File: src/core/fru_defines.vh
// Constants shared by the float rounding and NaN unit
`ifndef FRU_DEFINES_VH
`define FRU_DEFINES_VH

// ****************************************
// Rounding modes
// ****************************************
`define FRU_RM_NEAREST  2'h0
`define FRU_RM_PLUS     2'h1
`define FRU_RM_MINUS    2'h2
`define FRU_RM_ZERO     2'h3
`define FRU_RM_RESET    2'h0

// ****************************************
// Single precision format
// ****************************************
`define FRU_SIGN_BIT    31
`define FRU_EXP_HI      30
`define FRU_EXP_LO      23
`define FRU_FRAC_HI     22
`define FRU_QUIET_BIT   22
`define FRU_EXP_ALL1    8'hff
`define FRU_EXP_FULL    10'h0ff
`define FRU_FRAC_ZERO   23'h000000
`define FRU_FRAC_ALL1   23'h7fffff
`define FRU_MAX_EXP     8'hfe
`define FRU_MIN_EXP     8'h01
`define FRU_QNAN        32'h7fc00000

// ****************************************
// Register map and fields
// ****************************************
`define FRU_ADDR_PSW    12'h000
`define FRU_ADDR_SAVE   12'h004
`define FRU_ADDR_CTRL   12'h008
`define FRU_PSW_RM_LO   24
`define FRU_PSW_RM_HI   25
`define FRU_PSW_FX      26
`define FRU_PSW_FU      27
`define FRU_PSW_FV      29
`define FRU_PSW_FI      30
`define FRU_CTRL_TRAPEN 0

`endif

File: src/core/fru_opnd.v
// Operand classifier: NaN kind and denormal flush for one operand
`include "fru_defines.vh"

module fru_opnd
(
	input  wire [31:0] op,
	input  wire        keep_denorm,
	output wire        is_snan,
	output wire        is_qnan,
	output wire [31:0] flushed
);
	wire exp_all1;
	wire exp_zero;
	wire frac_nz;

	assign exp_all1 = (op[`FRU_EXP_HI:`FRU_EXP_LO] == `FRU_EXP_ALL1);
	assign exp_zero = (op[`FRU_EXP_HI:`FRU_EXP_LO] == 8'h00);
	assign frac_nz  = (op[`FRU_FRAC_HI:0] != `FRU_FRAC_ZERO);

	// Quiet bit decides the NaN kind
	assign is_snan = exp_all1 & frac_nz & ~op[`FRU_QUIET_BIT];
	assign is_qnan = exp_all1 & frac_nz & op[`FRU_QUIET_BIT];

	// Denormals become signed zero except for compare
	assign flushed = (exp_zero & frac_nz & ~keep_denorm) ?
		{op[`FRU_SIGN_BIT], 31'h00000000} : op;
endmodule

File: src/core/fru_round.v
// Single rounding step with tininess check and zero substitution
`include "fru_defines.vh"

module fru_round
(
	input  wire        sign,
	input  wire [9:0]  exp_in,
	input  wire [47:0] mant,
	input  wire        is_zero,
	input  wire        is_inf,
	input  wire [1:0]  mode,
	output reg  [31:0] res,
	output reg         ovf,
	output reg         unf,
	output reg         inx
);
	reg        tiny;
	reg [23:0] kept;
	reg        grd;
	reg        stk;
	reg        inc;
	reg [24:0] sum;
	reg [9:0]  exp_r;
	reg        to_inf;

	always @*
	begin
		tiny = $signed(exp_in) < $signed(10'h001);
		if (exp_in == 10'h000)
		begin
			kept = {1'b0, mant[47:25]};
			grd  = mant[24];
			stk  = |mant[23:0];
		end
		else
		begin
			kept = mant[47:24];
			grd  = mant[23];
			stk  = |mant[22:0];
		end
		case (mode)
			`FRU_RM_NEAREST: inc = grd & (stk | kept[0]);
			`FRU_RM_PLUS:    inc = ~sign & (grd | stk);
			`FRU_RM_MINUS:   inc = sign & (grd | stk);
			`FRU_RM_ZERO:    inc = 1'b0;
			default:         inc = 1'b0;
		endcase
		sum    = {1'b0, kept} + {24'h000000, inc};
		exp_r  = exp_in + {9'h000, sum[24]};
		to_inf = (mode == `FRU_RM_NEAREST) | (mode == `FRU_RM_PLUS & ~sign) |
			(mode == `FRU_RM_MINUS & sign);
		ovf = 1'b0;
		unf = 1'b0;
		inx = 1'b0;
		if (is_inf)
			res = {sign, `FRU_EXP_ALL1, `FRU_FRAC_ZERO};
		else if (is_zero)
			res = {sign, 31'h00000000};
		else if (tiny)
		begin
			// Round first, then any denormal outcome becomes signed zero
			unf = 1'b1;
			inx = 1'b1;
			if (exp_in == 10'h000 && sum[23])
				res = {sign, `FRU_MIN_EXP, `FRU_FRAC_ZERO};
			else
				res = {sign, 31'h00000000};
		end
		else if ($signed(exp_r) >= $signed(`FRU_EXP_FULL))
		begin
			ovf = 1'b1;
			inx = 1'b1;
			res = to_inf ? {sign, `FRU_EXP_ALL1, `FRU_FRAC_ZERO} :
				{sign, `FRU_MAX_EXP, `FRU_FRAC_ALL1};
		end
		else
		begin
			inx = grd | stk;
			res = {sign, exp_r[7:0], sum[24] ? sum[23:1] : sum[22:0]};
		end
	end
endmodule

File: src/core/fru_top.v
// Float result shaping unit: NaN handling, rounding, sticky flags, mode save
//
// Summary of operation
// - NaN quiet when fraction bit 22 set
// - Invalid operation sets flag, returns quiet NaN, or zero for compare
// - Quiet NaN operands give fixed 7FC00000, compare gives zero
// - Tiny before rounding below 2^-126 flags underflow
// - Underflow flagged even for exact denormal
// - Fused multiply-add rounded only once
// - Mode from status bits 25:24
// - Default mode is round to nearest
// - Nearest mode returns closest value
// - Plus mode returns closest not below
// - Minus mode returns closest not above
// - Zero mode truncates toward zero
// - Flag update can change rounding mode
// - Round first, then denormal becomes signed zero
// - Call exit leaves mode unchanged
// - Exception or monitor exit restores mode
// - Traps asynchronous, results never altered
// - Denormal operands zeroed except for compare
// - Overflow or underflow also sets inexact
// - Exception flags are sticky
`include "fru_defines.vh"

module fru_top
(
	input  wire        CLK,
	input  wire        RESET,
	input  wire        PSEL,
	input  wire        PENABLE,
	input  wire        PWRITE,
	input  wire [11:0] PADDR,
	input  wire [31:0] PWDATA,
	output reg  [31:0] PRDATA,
	output reg         PREADY,
	output reg         PSLVERR,
	input  wire        ISSUE,
	input  wire [31:0] OPA,
	input  wire [31:0] OPB,
	input  wire [31:0] OPC,
	input  wire [2:0]  OPS_USED,
	input  wire        IS_CMP,
	input  wire        OP_INVALID,
	output reg  [31:0] OPA_FLUSHED,
	output reg  [31:0] OPB_FLUSHED,
	output reg  [31:0] OPC_FLUSHED,
	input  wire        RES_VALID,
	input  wire        RES_SIGN,
	input  wire [9:0]  RES_EXP,
	input  wire [47:0] RES_MANT,
	input  wire        RES_ZERO,
	input  wire        RES_INF,
	output reg  [31:0] RESULT,
	output reg         RESULT_VALID,
	input  wire        ENTRY_SAVE,
	input  wire        CALL_EXIT,
	input  wire        EXC_EXIT,
	input  wire        MON_EXIT,
	output reg  [1:0]  ROUND_SELECT,
	output reg  [3:0]  STICKY_FLAGS,
	output reg         TRAP_REQ
);
	// ****************************************
	// Declarations
	// ****************************************
	reg  [1:0]  round_select_q;
	reg  [1:0]  round_select_d;
	reg  [1:0]  saved_rm_q;
	reg  [1:0]  saved_rm_d;
	reg         invalid_op_flag_q;
	reg         overflow_flag_q;
	reg         underflow_flag_q;
	reg         inexact_flag_q;
	reg         invalid_op_flag_d;
	reg         overflow_flag_d;
	reg         underflow_flag_d;
	reg         inexact_flag_d;
	reg         trap_en_q;
	reg  [1:0]  issue_rm_q;
	reg         issue_inv_q;
	reg         issue_qnan_q;
	reg         issue_cmp_q;
	reg  [31:0] res_d;
	reg         fi_new;
	reg         fv_new;
	reg         fu_new;
	reg         fx_new;
	reg  [31:0] rdata_d;
	reg         map_hit;
	wire [95:0] ops_in;
	wire [95:0] ops_flushed;
	wire [2:0]  op_snan;
	wire [2:0]  op_qnan;
	wire        any_snan;
	wire        any_qnan;
	wire        setup;
	wire        wr_done;
	wire        wr_psw;
	wire        wr_save;
	wire        wr_ctrl;
	wire [31:0] rnd_res;
	wire        rnd_ovf;
	wire        rnd_unf;
	wire        rnd_inx;
	wire [31:0] psw_view;

	// ****************************************
	// Operand classification
	// ****************************************
	assign ops_in = {OPC, OPB, OPA};

	genvar gi;
	generate
		for (gi = 0; gi < 3; gi = gi + 1)
		begin : g_op
			fru_opnd u_opnd
			(
				.op          (ops_in[gi*32 +: 32]),
				.keep_denorm (IS_CMP),
				.is_snan     (op_snan[gi]),
				.is_qnan     (op_qnan[gi]),
				.flushed     (ops_flushed[gi*32 +: 32])
			);
		end
	endgenerate

	assign any_snan = |(op_snan & OPS_USED);
	assign any_qnan = |(op_qnan & OPS_USED);

	// ****************************************
	// Issue stage
	// ****************************************
	always @(posedge CLK)
	begin
		if (RESET)
		begin
			issue_rm_q   <= `FRU_RM_RESET;
			issue_inv_q  <= 1'b0;
			issue_qnan_q <= 1'b0;
			issue_cmp_q  <= 1'b0;
			OPA_FLUSHED  <= 32'h00000000;
			OPB_FLUSHED  <= 32'h00000000;
			OPC_FLUSHED  <= 32'h00000000;
		end
		else if (ISSUE)
		begin
			issue_rm_q   <= round_select_q;
			issue_inv_q  <= any_snan | OP_INVALID;
			issue_qnan_q <= any_qnan;
			issue_cmp_q  <= IS_CMP;
			OPA_FLUSHED  <= ops_flushed[31:0];
			OPB_FLUSHED  <= ops_flushed[63:32];
			OPC_FLUSHED  <= ops_flushed[95:64];
		end
	end

	// ****************************************
	// Rounding of the unrounded result
	// ****************************************
	// The mantissa arrives at full width, so a fused result is rounded here once
	fru_round u_round
	(
		.sign    (RES_SIGN),
		.exp_in  (RES_EXP),
		.mant    (RES_MANT),
		.is_zero (RES_ZERO),
		.is_inf  (RES_INF),
		.mode    (issue_rm_q),
		.res     (rnd_res),
		.ovf     (rnd_ovf),
		.unf     (rnd_unf),
		.inx     (rnd_inx)
	);

	always @*
	begin
		fi_new = 1'b0;
		fv_new = 1'b0;
		fu_new = 1'b0;
		fx_new = 1'b0;
		res_d  = rnd_res;
		if (RES_VALID)
		begin
			if (issue_inv_q)
			begin
				fi_new = 1'b1;
				res_d  = `FRU_QNAN;
			end
			else if (issue_qnan_q)
				res_d = `FRU_QNAN;
			else if (!issue_cmp_q)
			begin
				fv_new = rnd_ovf;
				fu_new = rnd_unf;
				fx_new = rnd_inx;
			end
			if (issue_cmp_q)
				res_d = 32'h00000000;
		end
	end

	// ****************************************
	// Result stage
	// ****************************************
	always @(posedge CLK)
	begin
		if (RESET)
		begin
			RESULT       <= 32'h00000000;
			RESULT_VALID <= 1'b0;
			TRAP_REQ     <= 1'b0;
		end
		else
		begin
			RESULT_VALID <= RES_VALID;
			if (RES_VALID)
				RESULT <= res_d;
			// Trap is a side request; the result above is never changed for it
			TRAP_REQ <= trap_en_q & (fi_new | fv_new | fu_new | fx_new);
		end
	end

	// ****************************************
	// APB slave
	// ****************************************
	assign setup   = PSEL & ~PENABLE;
	assign wr_done = PSEL & PENABLE & PREADY & PWRITE;
	assign wr_psw  = wr_done & (PADDR == `FRU_ADDR_PSW);
	assign wr_save = wr_done & (PADDR == `FRU_ADDR_SAVE);
	assign wr_ctrl = wr_done & (PADDR == `FRU_ADDR_CTRL);

	assign psw_view = {1'b0, invalid_op_flag_q, overflow_flag_q, 1'b0, underflow_flag_q,
		inexact_flag_q, round_select_q, 24'h000000};

	always @*
	begin
		map_hit = 1'b1;
		case (PADDR)
			`FRU_ADDR_PSW:  rdata_d = psw_view;
			`FRU_ADDR_SAVE: rdata_d = {30'h00000000, saved_rm_q};
			`FRU_ADDR_CTRL: rdata_d = {31'h00000000, trap_en_q};
			default:
			begin
				rdata_d = 32'h00000000;
				map_hit = 1'b0;
			end
		endcase
	end

	always @(posedge CLK)
	begin
		if (RESET)
		begin
			PREADY  <= 1'b0;
			PSLVERR <= 1'b0;
			PRDATA  <= 32'h00000000;
		end
		else
		begin
			PREADY  <= setup;
			PSLVERR <= setup & ~map_hit;
			if (setup && !PWRITE)
				PRDATA <= rdata_d;
		end
	end

	// ****************************************
	// Rounding mode, saved copy and control
	// ****************************************
	always @*
	begin
		round_select_d = round_select_q;
		saved_rm_d     = saved_rm_q;
		if (wr_psw)
			round_select_d = PWDATA[`FRU_PSW_RM_HI:`FRU_PSW_RM_LO];
		if (wr_save)
			saved_rm_d = PWDATA[1:0];
		if (ENTRY_SAVE)
			saved_rm_d = round_select_q;
		// Call exit has its own branch here, which keeps round_select_d as it is
		if (EXC_EXIT || MON_EXIT)
			round_select_d = saved_rm_q;
		else if (CALL_EXIT)
			round_select_d = round_select_d;
	end

	always @(posedge CLK)
	begin
		if (RESET)
		begin
			round_select_q <= `FRU_RM_RESET;
			saved_rm_q     <= `FRU_RM_RESET;
			trap_en_q      <= 1'b0;
		end
		else
		begin
			round_select_q <= round_select_d;
			saved_rm_q     <= saved_rm_d;
			if (wr_ctrl)
				trap_en_q <= PWDATA[`FRU_CTRL_TRAPEN];
		end
	end

	// ****************************************
	// Sticky exception flags
	// ****************************************
	// A new exception in the same cycle as a software write keeps its flag
	always @*
	begin
		invalid_op_flag_d = (wr_psw ? PWDATA[`FRU_PSW_FI] : invalid_op_flag_q) |
			fi_new;
		overflow_flag_d   = (wr_psw ? PWDATA[`FRU_PSW_FV] : overflow_flag_q) |
			fv_new;
		underflow_flag_d  = (wr_psw ? PWDATA[`FRU_PSW_FU] : underflow_flag_q) |
			fu_new;
		inexact_flag_d    = (wr_psw ? PWDATA[`FRU_PSW_FX] : inexact_flag_q) |
			fx_new;
	end

	always @(posedge CLK)
	begin
		if (RESET)
		begin
			invalid_op_flag_q <= 1'b0;
			overflow_flag_q   <= 1'b0;
			underflow_flag_q  <= 1'b0;
			inexact_flag_q    <= 1'b0;
		end
		else
		begin
			invalid_op_flag_q <= invalid_op_flag_d;
			overflow_flag_q   <= overflow_flag_d;
			underflow_flag_q  <= underflow_flag_d;
			inexact_flag_q    <= inexact_flag_d;
		end
	end

	// ****************************************
	// Status outputs
	// ****************************************
	always @(posedge CLK)
	begin
		if (RESET)
		begin
			ROUND_SELECT <= `FRU_RM_RESET;
			STICKY_FLAGS <= 4'h0;
		end
		else
		begin
			ROUND_SELECT <= round_select_d;
			STICKY_FLAGS <= {invalid_op_flag_d, overflow_flag_d, underflow_flag_d,
				inexact_flag_d};
		end
	end
endmodule

File: config.mk
export PLATFORM = sky130hd
export DESIGN_NAME = fru_top
export DESIGN_NICKNAME = d
export VERILOG_FILES = /design/src/core/fru_opnd.v /design/src/core/fru_round.v /design/src/core/fru_top.v
export VERILOG_INCLUDE_DIRS = /design/src /design/src/core
export SDC_FILE = /design/constraint.sdc
export NUM_CORES = 1
export LEC_CHECK = 0
export BUFFER_PORTS_ARGS = -buffer_cell sky130_fd_sc_hd__buf_2
export CAP_MARGIN = 40
export CORE_AREA = 8 8 144 146
export DETAILED_ROUTE_END_ITERATION = 8
export DIE_AREA = 0 0 152 154
export HOLD_SLACK_MARGIN = 0.15
export PLACE_DENSITY_LB_ADDON = 0.1
export SLEW_MARGIN = 20
export SYNTH_ARGS = -nofsm -noshare
export SYNTH_HDL_FRONTEND = slang
export SYNTH_SLANG_ARGS = --single-unit
File: constraint.sdc
create_clock -name CLK -period 9.8 [get_ports CLK]
set_clock_uncertainty 0.15 [all_clocks]
set_input_delay 1.96 -clock CLK [delete_from_list [all_inputs] [get_ports CLK]]
set_output_delay 1.96 -clock CLK [all_outputs]
set_load 0.01 [all_outputs]
==> impl_metrics.csv, run 1 <==
group,metric,value,unit
outcome,status,"finished clean",
critical_path,cp-end-kind,"flip-flop",
cts,htreeDepth,4,
detailed_routing,drt_pass1_iterations,5,
detailed_routing,vias,8108,
timing,max_freq,129,MHz
timing,final-setup-viol-count,0,
critical_path,crit_chain,"buf_2, nor4_1, nand3_1, buf_4, a21oi_1, o221ai_1, a22oi_1, ha_1, ha_1, nand4_4, or4_4, or4_4, inv_1, ha_1, ha_1, nand3_1, a211oi_1, o21ai_0, and3_1, buf_4, nor4_1, o22ai_1",
placement,gp_congestion,0.872,
power,power.density,152,mW/mm^2
global_routing,grt_first_pass_wirelength,43700,um
critical_path,reg2reg_setup_slack,4010,ps
cts,postCtsHoldBufs,0,
layout,synthToLayoutAreaGrowth,27.9,%
yosys,postSynth.asyncResetShare,0,%
power,ir_drop,0.112,mV
floorplan,start_util,43.1,%
detailed_routing,wl_per_cell,18.3,um
yosys,ys_seq_area_share,38.8,%
cts,cts_root_buf,"clkbuf_16",
cts,clk_latency,420,ps
power,p_leak,4.67,nW
cts,clk_pin_slew_worst_paths,60,ps
cts,cts_buffer_depth,2,
cts,cts_tree,"yes",
critical_path,reg2regPathDepth,20,
yosys,synth_flop_cell,"dfxtp_1",
critical_path,required,9930,ps
global_routing,antenna_found_initial,5,
yosys,yosysUniqueCellTypes,67,
flow_run,maxCapViolCount,0,
hold_path,worstHoldPathType,"flip-flop to flip-flop",
timing,rsz0062_at_grt,"false",
yosys,synth_edf_count,0,
detailed_routing,wl,28200,um
floorplan,die_w,152,um
floorplan,dieArea,0.0234,mm^2
floorplan,std_cell_rows,50,
cts,numCtsBuffers,17,
timing,finalHoldViolations,0,
layout,multiInputGateArea,0.00436,mm^2
floorplan,io_pins,387,
placement,hpwl,21900,um
critical_path,worst_path_most_repeated_cell,"ha_1",
yosys,syn_area,0.00796,mm^2
critical_path,crit_type,"primary input to flip-flop",
hold_path,holdPathStages,2,
timing,layout_min_cycle_time,7780,ps
floorplan,die_h,154,um
cts,cts_sinks,154,
global_routing,grt_pass1_vias,8119,
critical_path,critPathMaxFanout,23,
cts,cts_setup_buffers,0,
detailed_routing,vias_per_cell,5.26,
detailed_routing,drtIter0Drc,441,
timing,fin_tns_setup,0,ps
floorplan,coreArea,0.0185,mm^2
power,p_total,1.55,mW
timing,slew_viol_final,0,
detailed_routing,postRouteAntennaNets,0,
timing,slew_headroom,45.0,%
global_routing,grt_start_max_net_pins,71,
cts,cts_resized,0,
yosys,syn_avg_cell_area,8.00,um^2
placement,port_buffers,337,
critical_path,slowest_stage,"or4_4",
global_routing,grt.total_usage,23.0,%
yosys,synth-seq-cells,154,
global_routing,gr-total-overflow,0,
yosys,ys_warn_count,0,
critical_path,critPathLaunchType,"primary input",
timing,tightest_slew,825,ps
layout,seq_area,0.00308,mm^2
timing,finalCritPeriodShare,79.4,%
layout,layout-drive-gt1-share,30.4,%
detailed_routing,drc_errors,0,
layout,final_nets,1512,
yosys,synth_cells,994,
critical_path,cpPeakStageDelay,660,ps
critical_path,arrival,7910,ps
timing,hold_ws,294,ps
layout,fillCellCount,1848,
==> worst paths after layout <==
path,from,end
max,RES_EXP[4],RESULT[22]
min,RESULT[2],RESULT[2]
max reg2reg,issue_rm_q[0],RESULT[22]
min reg2reg,RESULT[2],RESULT[2]
==> metrics by stage <==
step / worst slack [ps] / utilization [%] / cells / area [um^2]
after floorplan: 2240 / - / 1017 / 8040
after global placement: 1750 / 51.7 / 1501 / 9540
after detailed placement: 1620 / 51.9 / 1503 / 9580
after CTS: 2050 / 55.0 / 1535 / 10100
after global routing: 1390 / 55.1 / 1540 / 10200
final: 2020 / 55.1 / 1540 / 10200
==> state kept, by name, summed over array words and instances (netlist names) <==
| signal | count |
|---|---|
| trap_en_q | 1 |
| OPB_FLUSHED | 32 |
| PSLVERR | 1 |
| issue_inv_q | 1 |
| issue_cmp_q | 1 |
| invalid_op_flag_q | 1 |
| PREADY | 1 |
| RESULT | 32 |
| OPA_FLUSHED | 32 |
| saved_rm_q | 2 |
| OPC_FLUSHED | 32 |
| ROUND_SELECT | 2 |
| issue_qnan_q | 1 |
| issue_rm_q | 2 |
| TRAP_REQ | 1 |
| STICKY_FLAGS | 3 |
| RESULT_VALID | 1 |
| PRDATA | 8 |
==> layout by cell type, fill, tap and decap left out, types with 4 or more instances in the layout <==
master / n
buf_2: 335
nor2_1: 157
dfxtp_1: 154
a21oi_1: 98
nand2_1: 70
nor2b_1: 70
mux2i_1: 47
nor4_1: 34
o21ai_0: 27
nand3_1: 26
nor3_1: 25
conb_1: 24
nand4_1: 21
xor2_1: 17
clkbuf_16: 17
xnor2_1: 15
inv_1: 14
a211oi_1: 12
buf_4: 10
a22oi_1: 7
nand2b_1: 7
and3_1: 6
and2_1: 6
ha_1: 6
o2111ai_1: 5
a31oi_1: 5
o21ai_1: 5
inv_6: 5
diode_2: 4
a31o_2: 4
o31ai_1: 4
==> critical path: cells and delay by family <==
kind,cells,cell delay (ps)
buffers and inverters,4,800
AND/OR/NAND/NOR,8,3120
AO/OA/AOI/OAI,6,960
adder cells (fa/ha/maj),4,1060
==> cell type report <==
class	count	share of cell area, %
sequential	154	30.3
inverter	14	0.516
timing repair buffer	348	17.8
multi-input combinational	754	42.8
clock buffer	19	4.25
tap	234	2.88
clock inverter	13	1.33
antenna	4	0.0984
==> per-layer routing <==
layer	vias to the layer above	part of all wire (%)	GRT usage (%)
li1	4019	-	-
met1	3728	40	25.0
met2	312	49	40.1
met3	47	8.5	8.46
met4	2	2.5	9.42
met5	-	0.028	0
==> power breakdown <==
part | switching (mW) | internal, mW | leakage (nW)
Sequential | 0.0151 | 0.655 | 1.26
Combinational | 0.137 | 0.0963 | 3.13
Clock | 0.286 | 0.357 | 0.274
==> cells by family (layout without fill, tap and decap cells) <==
kind of cell	count (synthesis)	in the layout	share of synthesized area (%)
xor+xnor	32	32	3.52
simple gates	445	445	27.8
flops	154	154	38.8
compound gates	198	198	15.2
fa+ha+maj	6	6	0.944
buf+inv	109	394	7.53
other cells	1	28	0.0471
mux	49	49	6.20
==> Yosys cell counts (all sizes together) (4+ instances only) <==
library cell  instances  area share (%)
xnor2                15             1.7
a31oi                 6            0.66
nor3                 25             1.6
a211oi               12             1.1
xor2                 17             1.9
clkbuf               51             2.8
nor2                157             7.4
o31ai                 4            0.38
a21oi                98             6.2
mux2i                47             5.9
nand2b                7            0.55
ha                    6            0.94
buf                  44             4.1
nand3                27             1.8
a22oi                 7            0.66
or4                   6            0.69
nand2                70             3.3
nand4                22             1.9
inv                  14            0.66
dfxtp               154              39
nor4                 34             2.7
and2                  6            0.47
a31o                  4            0.44
nor2b                70             5.5
o2111ai               5            0.55
and3                  6            0.47
o21ai                32             2.0
Note: power is estimated with default switching activity, not from simulation.
==> run 2: changes to the inputs <==
- ABC_AREA: unset -> 1
- clock period: 9.8 -> 8.05 ns (I/O delays scaled with it)
==> impl_metrics.csv, run 2 <==
group,metric,value,unit
outcome,status,"finished clean",
detailed_routing,wl,27300,um
power,ir_drop,0.154,mV
cts,cts_buffer_depth,2,
floorplan,std_cell_rows,50,
timing,slew_headroom,51.5,%
flow_run,maxCapViolCount,0,
layout,final_cell_mix,"nand2_1 (371), buf_2 (335), dfxtp_1 (154)",
floorplan,die_w,152,um
power,switching_share,28.5,%
yosys,synth_edf_count,0,
critical_path,path_delay_family,"simple AND/OR/NAND/NOR gates",
detailed_routing,drtIter0Drc,498,
timing,final-setup-viol-count,0,
timing,layout_min_cycle_time,6540,ps
global_routing,grt_use_met1,25.4,%
power,p_int,1.34,mW
global_routing,grt_pass1_vias,8273,
global_routing,grt_use_met3,8.69,%
yosys,synth_top_cell_area_share,38.5,%
cts,cts_tree,"yes",
timing,slew_viol_final,0,
layout,final_nets,1695,
layout,final_common_cell,"nand2_1",
timing,fin_tns_setup,0,ps
critical_path,cp-end-kind,"flip-flop",
yosys,synth-seq-cells,154,
timing,worst_slack,1510,ps
timing,tightest_slew,722,ps
layout,layout-drive-gt1-share,28.8,%
layout,synthToLayoutAreaGrowth,28.9,%
critical_path,crit_buf_inv,3,
yosys,syn_area,0.00802,mm^2
critical_path,critPathLaunchType,"primary input",
detailed_routing,postRouteAntennaNets,0,
floorplan,start_util,43.4,%
global_routing,antenna_found_initial,7,
cts,postCtsHoldBufs,0,
detailed_routing,drt_pass1_iterations,5,
global_routing,busiest_layer,"met2",
timing,max_freq,153,MHz
yosys,syn_avg_cell_area,6.86,um^2
cts,cts_resized,0,
global_routing,grt_start_max_net_pins,76,
critical_path,critPathMaxFanout,37,
critical_path,slowest_stage,"inv_1",
placement,gp_congestion,0.839,
detailed_routing,vias_per_cell,5.01,
critical_path,arrival,6740,ps
detailed_routing,drc_errors,0,
yosys,synth_top_cell_by_area,"dfxtp_1",
power,p_leak,4.98,nW
yosys,yosysMostFrequentCell,"nand2_1",
cts,cts_root_buf,"clkbuf_16",
yosys,postSynth.asyncResetShare,0,%
yosys,ys_seq_area_share,38.5,%
placement,dp_slack,1110,ps
cts,clk_pin_slew_worst_paths,60,ps
placement,port_buffers,337,
power,power.density,182,mW/mm^2
floorplan,coreArea,0.0185,mm^2
power,pwr-share-clk,41.3,%
power,power_frac_comb,15.1,%
hold_path,hp-start,"OPC_FLUSHED[28]",
power,p_total,1.88,mW
power,switchingPower,0.534,mW
floorplan,dieArea,0.0234,mm^2
hold_path,worstHoldPathType,"flip-flop to flip-flop",
yosys,yosysUniqueCellTypes,46,
timing,rsz0062_at_grt,"false",
timing,finalCritPeriodShare,81.2,%
global_routing,gr-total-overflow,0,
yosys,yosys-top-cells-area,"dfxtp_1 (38%), nand2_1 (17%), a21oi_1 (8.6%), nand3_1 (6.2%), inv_1 (2.8%)",
yosys,ys_top_cells_by_count,"nand2_1 (371), dfxtp_1 (154), a21oi_1 (138)",
cts,cts_sinks,154,
placement,hpwl,21200,um
global_routing,grt.met2_usage,37.7,%
yosys,synth_flop_cell,"dfxtp_1",
global_routing,grt.total_usage,22.4,%
yosys,synth_cells,1169,
detailed_routing,wl_per_cell,15.8,um
critical_path,required,8250,ps
global_routing,grt_first_pass_wirelength,43000,um
floorplan,io_pins,387,
critical_path,crit_type,"primary input to flip-flop",
cts,clk_latency,420,ps
timing,hold_ws,309,ps
cts,numCtsBuffers,17,
yosys,ys_warn_count,0,
power,power.share.sequential,43.6,%
critical_path,cpPeakStageDelay,470,ps
timing,finalHoldViolations,0,
critical_path,startpoint,"RES_EXP[0]",
critical_path,r2r-start,"issue_rm_q[0]",
cts,cts_setup_buffers,0,
detailed_routing,vias,8633,
cts,htreeDepth,4,
floorplan,die_h,154,um
## run 2: cell count changes in the layout (fill, tap and decap cells not counted), moves of 40 or more
cell / previous run / this run
inv_1: 14 / 59
nand3_1: 26 / 100
nand2_1: 70 / 371
nor2b_1: 70 / 0
nor2_1: 157 / 60
mux2i_1: 47 / 0
a21oi_1: 98 / 138
## run 2: path summary, 6_finish.rpt
path                           to  slack [ps]  cells past startpoint
setup / recovery        RESULT[4]        1510                     30
hold / removal    OPC_FLUSHED[28]         310                      2
setup reg to reg        RESULT[4]        3110                     27
hold reg to reg   OPC_FLUSHED[28]         310                      2
## run 2: logic make-up (layout without fill, tap and decap cells)
| kind of cell | after synthesis | count (layout) | share of synthesized area (%) |
|---|---|---|---|
| and+or+nand+nor | 631 | 631 | 35.8 |
| AOI/OAI and AO/OA | 200 | 200 | 13.1 |
| buffers and inverters | 153 | 446 | 8.93 |
| adders and majority gates | 6 | 6 | 0.937 |
| DFF | 154 | 154 | 38.5 |
| xor gates and xnor gates | 24 | 24 | 2.72 |
| other | 1 | 29 | 0.0468 |
## run 2: tightest hold or removal path, cell delays in order (launching register included)
cell	delay, ps
dfxtp_1	310
nand2_1	60
a21oi_1	50
## run 2: layout make-up
type / count / area, um^2
antenna: 5 / 12.5
clock buffer: 18 / 429
clock inverter: 14 / 138
fill: 1922 / 8120
inverter: 66 / 248
multi-input combinational: 885 / 4300
sequential: 154 / 3080
tap: 234 / 293
timing repair buffer: 348 / 1830
## run 2: through the flow
step	area [um^2]	instances	util, %
3_5_place_dp	9720	1684	52.7
3_3_place_gp	9650	1680	52.3
6_report	10300	1724	56.0
5_1_grt	10300	1724	56.0
2_1_floorplan	8100	1192	-
4_1_cts	10300	1716	55.7
## run 2: per-layer routing
layer | vias up | part of all wire [%]
met1 | 3901 | 41
met4 | 4 | 2.0
met2 | 263 | 49
met5 | - | 0.084
met3 | 40 | 7.9
li1 | 4425 | -
## run 2: power groups by stage
stage / registers (mW) / clock network (mW) / logic [mW]
floorplan: 0.850 / 0 / 0.141
global placement: 0.833 / 0 / 0.279
detailed placement: 0.834 / 0 / 0.283
CTS: 0.817 / 0.790 / 0.284
global route: 0.822 / 0.824 / 0.316
finish: 0.818 / 0.776 / 0.283
==> run 3: changes to the inputs <==
- CORE_AREA: 8 8 144 146 -> 8 8 148 150
- DIE_AREA: 0 0 152 154 -> 0 0 156 158
- clock period: 8.05 -> 5.46 ns (I/O delays scaled with it)
==> impl_metrics.csv, run 3 (synthesis results as in run 2) <==
group,metric,value,unit
global_routing,grt_pass1_vias,8469,
placement,hpwl,21700,um
cts,clk_latency,420,ps
power,power_frac_comb,14.6,%
global_routing,antenna_found_initial,1,
detailed_routing,vias,8695,
timing,finalHoldViolations,0,
cts,cts_root_buf,"clkbuf_16",
timing,fin_tns_setup,0,ps
timing,tightest_slew,813,ps
outcome,status,"finished clean",
timing,slew_headroom,45.8,%
placement,gp_congestion,0.862,
floorplan,die_h,158,um
critical_path,slowest_stage,"ha_2",
layout,synthToLayoutAreaGrowth,32.7,%
layout,final_common_cell,"nand2_1",
global_routing,grt_start_max_net_pins,78,
global_routing,grt_first_pass_wirelength,43400,um
placement,port_buffers,337,
timing,final-setup-viol-count,0,
power,switching_share,27.1,%
power,pwr-share-clk,44.4,%
detailed_routing,wl_per_cell,15.6,um
layout,layout-drive-gt1-share,30.3,%
critical_path,arrival,5080,ps
critical_path,reg2reg_setup_slack,1240,ps
timing,rsz0062_at_grt,"false",
global_routing,gr-total-overflow,0,
cts,cts_setup_buffers,0,
floorplan,io_pins,387,
cts,cts_tree,"yes",
placement,dp.cells,1746,
timing,slew_viol_final,0,
cts,htreeDepth,4,
detailed_routing,drt_pass1_iterations,6,
power,p_leak,5.14,nW
hold_path,hp-start,"OPA_FLUSHED[27]",
floorplan,die_w,156,um
floorplan,coreArea,0.0197,mm^2
critical_path,worst_path_most_repeated_cell,"nand2_2",
layout,final_cell_mix,"nand2_1 (370), buf_2 (336), dfxtp_1 (154)",
floorplan,std_cell_rows,52,
floorplan,dieArea,0.0246,mm^2
critical_path,critPathLaunchType,"primary input",
critical_path,crit_type,"primary input to flip-flop",
hold_path,min_to,"OPA_FLUSHED[27]",
detailed_routing,drtIter0Drc,487,
critical_path,rr_endpoint,"RESULT[4]",
critical_path,required,5570,ps
layout,fillCellCount,2099,
hold_path,worstHoldPathType,"flip-flop to flip-flop",
critical_path,reg2regPathDepth,27,
power,power.density,276,mW/mm^2
critical_path,r2r-start,"issue_rm_q[0]",
timing,layout_min_cycle_time,4970,ps
power,p_int,2.14,mW
hold_path,holdPathStages,2,
timing,max_freq,201,MHz
detailed_routing,drc_errors,0,
global_routing,grt.total_usage,21.9,%
critical_path,critPathMaxFanout,12,
cts,cts_buffer_depth,2,
cts,cts_sinks,154,
layout,final_nets,1720,
power,ir_drop,0.224,mV
cts,clk_pin_slew_worst_paths,60,ps
detailed_routing,vias_per_cell,4.88,
power,power.share.sequential,41.1,%
critical_path,cpPeakStageDelay,240,ps
timing,finalCritPeriodShare,90.9,%
detailed_routing,wl,27800,um
critical_path,cp-end-kind,"flip-flop",
detailed_routing,postRouteAntennaNets,0,
floorplan,start_util,40.7,%
layout,stdcell_count,1783,
power,switchingPower,0.794,mW
cts,postCtsHoldBufs,0,
flow_run,maxCapViolCount,0,
cts,numCtsBuffers,17,
==> run 3: changes by cell type in the layout (fill, tap and decap cells not counted), sizes merged <==
cell,before,now
inv,70,72
clkinv,6,3
clkinvlp,3,0
bufinv,1,4
diode,5,3
clkbuf,18,19
buf,348,373
==> run 3: area by class of cell <==
type,instances,area (um^2),share of cell area (%)
multi-input cells,885,4320,40.6
clock inverters,13,203,1.91
inverters,66,248,2.33
flip-flops and latches,154,3080,29.0
clock buffers,19,443,4.16
repair buffers,373,2000,18.8
diodes,3,7.51,0.0706
well taps,270,338,3.18
==> run 3: power by group through the flow <==
stage | logic, mW | registers [mW] | clock network, mW
2_1_floorplan | 0.208 | 1.25 | 0
3_3_place_gp | 0.423 | 1.23 | 0
3_5_place_dp | 0.427 | 1.23 | 0
4_1_cts | 0.429 | 1.21 | 1.33
5_1_grt | 0.477 | 1.21 | 1.38
6_report | 0.427 | 1.21 | 1.30
==> run 3: worst max-delay path by stage <==
| stage | from | to | depth (start not counted) |
|---|---|---|---|
| final | RES_EXP[4] | RESULT[4] | 30 |
| after global routing | RES_EXP[4] | RESULT[17] | 31 |
| after CTS | RES_EXP[0] | RESULT[4] | 30 |
| after detailed placement | RES_EXP[0] | RESULT[4] | 30 |
| after global placement | RES_EXP[0] | RESULT[4] | 30 |
| after floorplan | RES_EXP[0] | RESULT[1] | 31 |
==> run 3: routing by layer <==
metal / vias up / GRT usage [%] / share of wire, %
met5: - / 0 / 0.047
met4: 2 / 6.19 / 1.3
met3: 31 / 7.43 / 8.3
met2: 264 / 36.7 / 48
met1: 3918 / 26.2 / 42
li1: 4480 / - / -
==> run 3: timing repair <==
| action | 4_1_cts | 5_1_grt |
|---|---|---|
| endpoints found under the setup margin | 0 | 34 |
| hold endpoints to repair | 0 | 0 |
| resized for setup | 0 | 7 |
==> run 3: worst max-delay path, delay by kind of cell <==
family	cells	cell delay, ps
and+or+nand+nor	17	1930
adders and majority gates	4	820
AOI/OAI and AO/OA	5	780
buffers and inverters	3	360
xor gates and xnor gates	1	80
==> run 3: stage by stage <==
stage               instance area [um^2]  setup WS, ps  total power [mW]  hold WS [ps]  utilization (%)
floorplan                           8100          56.7              1.46           285                -
global placement                    9900         -93.7              1.65           296             50.2
detailed placement                  9960          -173              1.66           299             50.5
CTS                                10600           254              2.96           309             53.8
global route                       10600          17.4              3.07           325             53.9
finish                             10600           495              2.94           309             54.0
